`config.mk`:
```
export PLATFORM = sky130hd
export DESIGN_NAME = fcd_debug_ctrl
export DESIGN_NICKNAME = d
export VERILOG_FILES = /design/src/fcd_pkg.sv /design/src/fcd_vref_map.sv /design/src/fcd_debug_ctrl.sv
export SDC_FILE = /design/constraint.sdc
export NUM_CORES = 1
export LEC_CHECK = 0
export BUFFER_PORTS_ARGS = -buffer_cell sky130_fd_sc_hd__buf_2
export CAP_MARGIN = 20
export CELL_PAD_IN_SITES_DETAIL_PLACEMENT = 2
export CELL_PAD_IN_SITES_GLOBAL_PLACEMENT = 2
export CORE_UTILIZATION = 35
export CTS_CLUSTER_DIAMETER = 80
export CTS_CLUSTER_SIZE = 25
export DETAILED_ROUTE_END_ITERATION = 7
export GPL_TIMING_DRIVEN = 0
export PLACE_DENSITY_LB_ADDON = 0.1
export SLEW_MARGIN = 20
export SYNTH_ARGS = -nofsm -noshare
export SYNTH_HDL_FRONTEND = slang
export SYNTH_HIERARCHICAL = 1
export SYNTH_SLANG_ARGS = --single-unit
```
`constraint.sdc`:
```
create_clock -name clk_i -period 2.4 [get_ports clk_i]
set_input_delay 0.12 -clock clk_i [delete_from_list [all_inputs] [get_ports clk_i]]
set_output_delay 0.12 -clock clk_i [all_outputs]
set_load 0.005 [all_outputs]
```
`src/fcd_pkg.sv`:
```
`default_nettype none
package fcd_pkg;
  // Register map
  localparam logic [7:0]  DBG_CTRL_TWO_OFFSET = 8'hEE;
  localparam logic [31:0] DBG_CTRL_TWO_RESET  = 32'h0000_0000;

  // Field positions
  localparam int SECTOR_MSB     = 30;
  localparam int SECTOR_LSB     = 28;
  localparam int RECIRC_DIS_BIT = 27;
  localparam int LOOP_DIS_BIT   = 26;
  localparam int VD_MSB         = 25;
  localparam int VD_LSB         = 16;
  localparam int VQ_MSB         = 15;
  localparam int VQ_LSB         = 6;
  localparam int MEAS_START_BIT = 5;
  localparam int MEAS_R_BIT     = 4;
  localparam int MEAS_L_BIT     = 3;
  localparam int MEAS_KE_BIT    = 2;
  localparam int MEAS_MECH_BIT  = 1;
  localparam int STORE_SHDW_BIT = 0;

  // Writable bits: everything but the reserved top bit
  localparam logic [31:0] DBG_CTRL_TWO_WMASK = 32'h7FFF_FFFF;

  // Forced voltage code mapping; reference = numerator / VREF_DENOM
  localparam logic [9:0]  VREF_POS_LIMIT = 10'd500;
  localparam logic [9:0]  VREF_NEG_START = 10'd512;
  localparam logic [10:0] VREF_WRAP      = 11'd1024;
  localparam int          VREF_DENOM     = 500;

  // Sector select codes
  localparam logic [2:0]  SECTOR_LAST_A  = 3'h0;
  localparam logic [2:0]  SECTOR_LAST_B  = 3'h7;
endpackage : fcd_pkg
`default_nettype wire

```
`src/fcd_vref_map.sv`:
```
`timescale 1ns/1ps
`default_nettype none
// Maps a 10-bit forced voltage code to a signed numerator over VREF_DENOM
module fcd_vref_map
  import fcd_pkg::*;
(
  input  wire logic [9:0]         code_i,
  output logic signed [10:0]      numer_o,
  output logic                    invalid_o
);
  always_comb begin
    if (code_i >= VREF_NEG_START) begin
      // Upper half is a two's complement reading of the code
      numer_o = $signed({1'b0, code_i}) - $signed(VREF_WRAP);
    end else if (code_i > VREF_POS_LIMIT) begin
      // 501..511 is outside the legal set; clamp to full positive scale
      numer_o = $signed({1'b0, VREF_POS_LIMIT});
    end else begin
      numer_o = $signed({1'b0, code_i});
    end
    invalid_o = (code_i > VREF_POS_LIMIT) && (code_i < VREF_NEG_START);
  end
endmodule // fcd_vref_map
`default_nettype wire

```
`src/fcd_debug_ctrl.sv`:
```
`timescale 1ns/1ps
`default_nettype none
////////////////////////////////////////////////////////////////////////////////
// What this block does
// - Bits 30-28 pick the recirculation stop sector, 1-6 for sectors one to six and 0 or 7 for the last sector before stop.
// - Bit 27 written zero enables forced recirculation stop and written one disables it.
// - Bit 26 set disables both the current loop and the speed loop, clear keeps them enabled.
// - Bits 25-16 give the forced d-axis reference as code/500 up to 500 and (code-1024)/500 from 512.
// - Bits 15-6 give the forced q-axis reference with the same mapping as the d-axis field.
// - Writing one to bit 5 starts the parameter measurement routine.
// - Bit 4 includes winding resistance in the measurement routine.
// - The register sits at offset EEh and holds all zeros after reset.
// - Bit 3 includes winding inductance in the measurement routine.
// - Bit 2 includes the back-EMF constant in the measurement routine.
// - Bit 1 includes mechanical parameters in the measurement routine.
// - Bit 0 set copies the measured parameters into the shadow configuration registers.
module fcd_debug_ctrl
  import fcd_pkg::*;
(
  input  wire logic               clk_i,
  input  wire logic               rst_b_i,
  // Register port from the serial target logic
  input  wire logic               reg_wr_i,
  input  wire logic               reg_rd_i,
  input  wire logic [7:0]         reg_addr_i,
  input  wire logic [31:0]        reg_wdata_i,
  output logic [31:0]             reg_rdata_o,
  output logic                    reg_rvalid_o,
  output logic                    reg_hit_o,
  // Control outputs to the motor control engine
  output logic [2:0]              stop_sector_o,
  output logic                    stop_sector_last_o,
  output logic                    recirc_stop_en_o,
  output logic                    loop_disable_o,
  output logic                    current_loop_en_o,
  output logic                    speed_loop_en_o,
  output logic signed [10:0]      d_axis_mod_reference_o,
  output logic signed [10:0]      q_axis_mod_reference_o,
  output logic                    vref_code_invalid_o,
  output logic                    param_measure_start_o,
  output logic                    measure_resistance_en_o,
  output logic                    measure_inductance_en_o,
  output logic                    measure_backemf_const_en_o,
  output logic                    measure_mechanical_en_o,
  output logic                    store_measured_to_shadow_o
);

  ////////////////////////////////////////////////////////////////////////////
  // State
  // Each output has a flop of its own, so the engine never sees decode glitches
  typedef struct packed {
    logic [31:0]        ctrl;
    logic [31:0]        rdata;
    logic               rvalid;
    logic               hit;
    logic               start;
    logic [2:0]         sector;
    logic               last;
    logic               recirc_en;
    logic               loop_dis;
    logic               cur_en;
    logic               spd_en;
    logic signed [10:0] vd;
    logic signed [10:0] vq;
    logic               invalid;
    logic               meas_r;
    logic               meas_l;
    logic               meas_ke;
    logic               meas_mech;
    logic               shadow;
  } fcd_state_type;

  fcd_state_type state;
  fcd_state_type next_state;

  logic signed [10:0] vd_numer;
  logic signed [10:0] vq_numer;
  logic               vd_bad;
  logic               vq_bad;
  logic               wr_hit;
  logic [31:0]        new_ctrl;

  ////////////////////////////////////////////////////////////////////////////
  // Decoding shared by the write, read and hit paths
  function automatic logic is_ctrl_addr(input logic [7:0] addr);
    return addr == DBG_CTRL_TWO_OFFSET;
  endfunction

  // Both end codes stand for the last sector before the stop condition
  function automatic logic is_last_sector(input logic [2:0] code);
    logic last;
    case (code)
      SECTOR_LAST_A: last = 1'b1;
      SECTOR_LAST_B: last = 1'b1;
      default:       last = 1'b0;
    endcase
    return last;
  endfunction

  // Unmapped offsets read as zero, so a stray read never looks like a hit
  function automatic logic [31:0] read_word(input logic [7:0]  addr,
                                            input logic [31:0] ctrl);
    return is_ctrl_addr(addr) ? ctrl : 32'h0000_0000;
  endfunction

  ////////////////////////////////////////////////////////////////////////////
  // Write path; outside the next-state process so that the map instances
  // below do not close a loop through that process
  assign wr_hit   = reg_wr_i && is_ctrl_addr(reg_addr_i);
  // Reserved bit is masked on write so it always reads zero
  assign new_ctrl = wr_hit ? (reg_wdata_i & DBG_CTRL_TWO_WMASK)
                           : state.ctrl;

  ////////////////////////////////////////////////////////////////////////////
  // Voltage code mapping, one instance per axis
  fcd_vref_map u_vd_map (
    .code_i    (new_ctrl[VD_MSB:VD_LSB]),
    .numer_o   (vd_numer),
    .invalid_o (vd_bad)
  );

  fcd_vref_map u_vq_map (
    .code_i    (new_ctrl[VQ_MSB:VQ_LSB]),
    .numer_o   (vq_numer),
    .invalid_o (vq_bad)
  );

  ////////////////////////////////////////////////////////////////////////////
  // Next state
  always_comb begin
    next_state           = state;
    next_state.ctrl      = new_ctrl;
    // Start is a one-cycle pulse per write of one, not a level
    next_state.start     = wr_hit && reg_wdata_i[MEAS_START_BIT];
    next_state.sector    = new_ctrl[SECTOR_MSB:SECTOR_LSB];
    next_state.last      = is_last_sector(new_ctrl[SECTOR_MSB:SECTOR_LSB]);
    // The field is a disable while the engine takes an enable
    next_state.recirc_en = !new_ctrl[RECIRC_DIS_BIT];
    next_state.loop_dis  = new_ctrl[LOOP_DIS_BIT];
    next_state.cur_en    = !new_ctrl[LOOP_DIS_BIT];
    next_state.spd_en    = !new_ctrl[LOOP_DIS_BIT];
    next_state.meas_r    = new_ctrl[MEAS_R_BIT];
    next_state.meas_l    = new_ctrl[MEAS_L_BIT];
    next_state.meas_ke   = new_ctrl[MEAS_KE_BIT];
    next_state.meas_mech = new_ctrl[MEAS_MECH_BIT];
    next_state.shadow    = new_ctrl[STORE_SHDW_BIT];
    // References only act while the loops are disabled
    if (new_ctrl[LOOP_DIS_BIT]) begin
      next_state.vd = vd_numer;
      next_state.vq = vq_numer;
    end else begin
      next_state.vd = '0;
      next_state.vq = '0;
    end
    // Flag only; illegal codes are the writer's fault and are clamped
    next_state.invalid = vd_bad || vq_bad;
    next_state.rvalid  = reg_rd_i;
    next_state.hit     = (reg_rd_i || reg_wr_i) && is_ctrl_addr(reg_addr_i);
    // A read in the cycle of a write still returns the old word
    if (reg_rd_i) begin
      next_state.rdata = read_word(reg_addr_i, state.ctrl);
    end
  end

  ////////////////////////////////////////////////////////////////////////////
  // Registers
  always_ff @(posedge clk_i or negedge rst_b_i) begin
    if (!rst_b_i) begin
      state.ctrl      <= DBG_CTRL_TWO_RESET;
      state.rdata     <= 32'h0000_0000;
      state.rvalid    <= 1'b0;
      state.hit       <= 1'b0;
      state.start     <= 1'b0;
      state.sector    <= DBG_CTRL_TWO_RESET[SECTOR_MSB:SECTOR_LSB];
      // The reset sector code is one of the last-sector codes
      state.last      <= 1'b1;
      state.recirc_en <= !DBG_CTRL_TWO_RESET[RECIRC_DIS_BIT];
      state.loop_dis  <= DBG_CTRL_TWO_RESET[LOOP_DIS_BIT];
      state.cur_en    <= !DBG_CTRL_TWO_RESET[LOOP_DIS_BIT];
      state.spd_en    <= !DBG_CTRL_TWO_RESET[LOOP_DIS_BIT];
      state.vd        <= '0;
      state.vq        <= '0;
      state.invalid   <= 1'b0;
      state.meas_r    <= DBG_CTRL_TWO_RESET[MEAS_R_BIT];
      state.meas_l    <= DBG_CTRL_TWO_RESET[MEAS_L_BIT];
      state.meas_ke   <= DBG_CTRL_TWO_RESET[MEAS_KE_BIT];
      state.meas_mech <= DBG_CTRL_TWO_RESET[MEAS_MECH_BIT];
      state.shadow    <= DBG_CTRL_TWO_RESET[STORE_SHDW_BIT];
    end else begin
      state <= next_state;
    end
  end

  ////////////////////////////////////////////////////////////////////////////
  // Outputs, all straight from state flops
  always_comb begin
    reg_rdata_o                = state.rdata;
    reg_rvalid_o               = state.rvalid;
    reg_hit_o                  = state.hit;
    // Recirculation stop and loop control
    stop_sector_o              = state.sector;
    stop_sector_last_o         = state.last;
    recirc_stop_en_o           = state.recirc_en;
    loop_disable_o             = state.loop_dis;
    current_loop_en_o          = state.cur_en;
    speed_loop_en_o            = state.spd_en;
    // Forced references, numerators over the fixed denominator
    d_axis_mod_reference_o     = state.vd;
    q_axis_mod_reference_o     = state.vq;
    vref_code_invalid_o        = state.invalid;
    // Measurement routine
    param_measure_start_o      = state.start;
    measure_resistance_en_o    = state.meas_r;
    measure_inductance_en_o    = state.meas_l;
    measure_backemf_const_en_o = state.meas_ke;
    measure_mechanical_en_o    = state.meas_mech;
    store_measured_to_shadow_o = state.shadow;
  end

endmodule // fcd_debug_ctrl
`default_nettype wire

```
==> summary.log <==
INFO  placed_design  placer_congestion=0.7139
INFO  power          power.leakage=2.784nW
INFO  worst_setup_path critPathMaxFanout=10
INFO  power          p_sw=0.0007324W
INFO  sta            fmax=536.7MHz
INFO  sta            finalWorstPathRequiredPeriod=1.863ns
INFO  worst_setup_path start_kind=input port
INFO  sta            finalSetupTns=0ns
INFO  worst_setup_path crit_arrival=2.13ns
INFO  placed_design  post-dp-hpwl=8361um
INFO  worst_setup_path timing.critical_path.slowest_stage_cell=sky130_fd_sc_hd__mux2_2
INFO  cells_and_area post_route_cells_drive_above_1_share=41.56%
INFO  global_routing first_global_vias=3579
INFO  status         status=finished, final reports clean
INFO  sta            setup-violations-final=0
INFO  logic_synthesis yosys.area.top_type_share=50.50%
INFO  global_routing pin_count_of_the_biggest_net_entering_global_routing=77
INFO  clock_network  ctsResizeCount=0
INFO  cells_and_area num-fill-cells=1256
INFO  clock_network  clock_latency=0.35ns
INFO  logic_synthesis synth_area_per_cell=10.48squm
INFO  power          vdd_drop_max=297.5uV
INFO  worst_setup_path path_buf_inv=2
INFO  worst_setup_path cp_cell_sequence=buf_2 -> nand4b_1 -> nor3_4 -> buf_4 -> mux2_2 -> or2_1 -> a31oi_1 -> nand2_1 -> mux2i_1
INFO  detailed_routing number_of_drc_markers_in_iteration_0=86
INFO  placed_design  placement.cell_area=0.005165sqmm
INFO  sta            hold_viol=0
INFO  logic_synthesis leading_cell_type_by_number_of_instances_after_synthesis=sky130_fd_sc_hd__dfrtp_1
INFO  cells_and_area antenna_cells_inserted=0
INFO  logic_synthesis synthDominantAreaCellType=sky130_fd_sc_hd__dfrtp_1
INFO  floorplanning  fp.coreArea=0.01206sqmm
INFO  logic_synthesis synth_area_leaders=sky130_fd_sc_hd__dfrtp_1 (51%), sky130_fd_sc_hd__buf_4 (10%), sky130_fd_sc_hd__mux2_2 (7.0%)
INFO  worst_setup_path critPathRequiredTime=2.67ns
INFO  detailed_routing routedWlPerCell=16.42um
INFO  logic_synthesis synth_mux_area_share=13.74%
INFO  sta            slew_headroom=58.02%
INFO  worst_setup_path timing.critical_path.slowest_cell_delay=0.40ns
INFO  global_routing initial_antenna_violation_count=0
INFO  flow_run       max-cap-violations=0
INFO  floorplanning  pin_count=115
INFO  worst_setup_path timing.reg2reg.setup_slack=0.82ns
INFO  logic_synthesis dominant_combinational_cell_family_by_area_after_synthesis=buffers and inverters
INFO  logic_synthesis ys.flop_type=sky130_fd_sc_hd__dfrtp_1
INFO  detailed_routing first_pass_iteration_count_of_the_detailed_router=4
INFO  detailed_routing antenna_violating_nets_post_route=0
INFO  clock_network  hold_fix_buffers_cts=6
INFO  clock_network  h-tree-depth=3
INFO  logic_synthesis mappedNetlistNets=460
INFO  power          powerDensity=565.2mW/mm^2
INFO  floorplanning  die_outline_area=0.01291sqmm
INFO  power          netSwitchingFraction=23.65%
INFO  detailed_routing routed_wl=11800um
INFO  power          cellInternalPower=0.002365W
INFO  clock_network  cts_made_buffers=9
INFO  clock_network  clk_pin_slew=0.06ns
INFO  logic_synthesis synth_area=0.004360sqmm
INFO  floorplanning  floorplan.initialDensity=36.15%
INFO  worst_setup_path reg2regPathDepth=5
INFO  detailed_routing routed-via-count=3315
INFO  logic_synthesis synth_common_cells=sky130_fd_sc_hd__dfrtp_1 (88), sky130_fd_sc_hd__nand2_1 (75), sky130_fd_sc_hd__buf_4 (60)
INFO  floorplanning  die_h=113.6um
INFO  power          design_power_total=0.003098W
INFO  cells_and_area finalNetCount=590
INFO  hold_path      min_path_type=input port to flip-flop
INFO  logic_synthesis synth_edf_count=0
INFO  worst_setup_path cp.depth=9
INFO  placed_design  port_buffers=112
INFO  cells_and_area syn2layout_area_growth=25.68%
INFO  sta            final.hold.worst_slack=0.01141ns
INFO  logic_synthesis netlist_instances=416
INFO  worst_setup_path critical-path-top-delay-family=simple AND/OR/NAND/NOR gates
INFO  detailed_routing drcViolationCount=0
INFO  power          clockPowerShare=41.1%
INFO  clock_network  clk_root_buffer_cell=sky130_fd_sc_hd__clkbuf_16
INFO  global_routing grt_use_total=19.78%
INFO  hold_path      holdPathStages=2
INFO  logic_synthesis ys_types=30
INFO  clock_network  cts_setup_buffers=0
INFO  power          seq_power_share=51.2%
INFO  sta            post-route-period-util=77.63%
INFO  logic_synthesis synth-simple-area-share=10.07%
INFO  logic_synthesis complex_gate_fraction_of_the_synthesized_area=6.571%
INFO  sta            skew=0.004208ns
INFO  logic_synthesis synth.yosys.seq_area_share=52.31%
INFO  global_routing overflow=0
INFO  clock_network  ctsLongestPathBuffers=2
INFO  worst_setup_path cp-end-kind=flip-flop
INFO  sta            grt_setup_unrepaired=no
INFO  logic_synthesis synth-xor-area-share=0%
INFO  clock_network  cts_tree=built
INFO  floorplanning  die_w=113.6um
INFO  cells_and_area postLayoutCellArea=0.005480sqmm
INFO  logic_synthesis asyncSetResetFlopFracSynth=100.0%
INFO  sta            worst_pin_slew=0.6297ns
INFO  floorplanning  num_rows=40
INFO  detailed_routing viasPerCell=4.611
INFO  logic_synthesis synth.yosys.warnings=6
INFO  clock_network  clock-sinks=91
INFO  global_routing grt_pass1_wl=19120um
INFO  logic_synthesis synth-adder-area-share=0%
INFO  sta            timing.final.max_slew_violations=0
INFO  worst_setup_path critPathKind=input port to flip-flop
INFO  power          p_comb_share=7.6%
INFO  logic_synthesis postSynthRegisterBits=91
-- power groups by stage --
stage / clock network [W] / logic [W] / registers, W
2_1_floorplan: 0 / 0.000105 / 0.00161
3_3_place_gp: 0 / 0.000218 / 0.00161
3_5_place_dp: 0 / 0.000234 / 0.00161
4_1_cts: 0.00131 / 0.000243 / 0.00159
5_1_grt: 0.00137 / 0.000265 / 0.00159
6_report: 0.00127 / 0.000237 / 0.00159
-- layout by cell type, fill, tap and decap left out, drive strengths merged --
master	Yosys	routed
buf	67	180
dfrtp	88	88
nand2	75	75
clkbuf	27	40
inv	36	36
o22ai	31	31
mux2	31	31
mux2i	25	25
dlygate4sd3	0	6
nor2	4	4
a31oi	4	4
or2	4	4
clkinv	0	3
dfstp	3	3
nor3	3	3
and3	2	2
and4	2	2
nor2b	2	2
a31o	2	2
a21boi	2	2
o21a	2	2
o211a	2	2
nand4b	2	2
and2	1	1
conb	1	1
-- logic make-up after synthesis --
group | after synthesis
AO/OA/AOI/OAI | 43
buffers and inverters | 130
flip-flops | 91
multiplexers | 56
other | 1
AND/OR/NAND/NOR | 95
-- registers in the layout (all words and copies together), names as in the netlist, 2 cells and up --
register and cells:
reg_rdata_o 31, state 29, d_axis_mod_reference_o 11, q_axis_mod_reference_o 11, stop_sector_o 2
-- layer usage --
metal  track usage, %  vias up  wire length, um
li1                 -     1547                -
met1            24.72     1679             5137
met2            34.35       77             6072
met3            2.976       12              411
met4            7.895        0              182
met5                0        -                0
-- final cells by class --
cell class	count	area (sq um)	share of cell area, %
plain buffers	94	615.6	11.23
clock buffers	13	240.2	4.384
clock inverters	3	15.01	0.2740
inverters	36	135.1	2.466
multi-input cells	195	1329	24.25
flip-flops and latches	91	2281	41.62
well taps	168	210.2	3.836
repair buffers	119	654.4	11.94
-- stage by stage --
stage / util (%) / setup WS (ns) / instances
after CTS: 45.44 / 0.5595 / 719
final: 45.44 / 0.5369 / 719
after global placement: 42.54 / 0.2409 / 696
after global routing: 45.44 / 0.4209 / 719
after floorplan: - / 0.5822 / 416
after detailed placement: 42.82 / 0.2127 / 697
-- worst paths after layout --
path	startpoint	to
min in group asynchronous	rst_b_i	d_axis_mod_reference_o[2]$_DFF_PN0_
max reg2reg	state[90]$_DFF_PN0_	d_axis_mod_reference_o[0]$_DFF_PN0_
min reg2reg	state[98]$_DFF_PN0_	recirc_stop_en_o$_DFF_PN1_
max in group asynchronous	rst_b_i	recirc_stop_en_o$_DFF_PN1_
max	reg_addr_i[4]	d_axis_mod_reference_o[0]$_DFF_PN0_
min	reg_wdata_i[0]	state[71]$_DFFE_PN0N_
No activity file was read; power rests on OpenSTA's default activity.
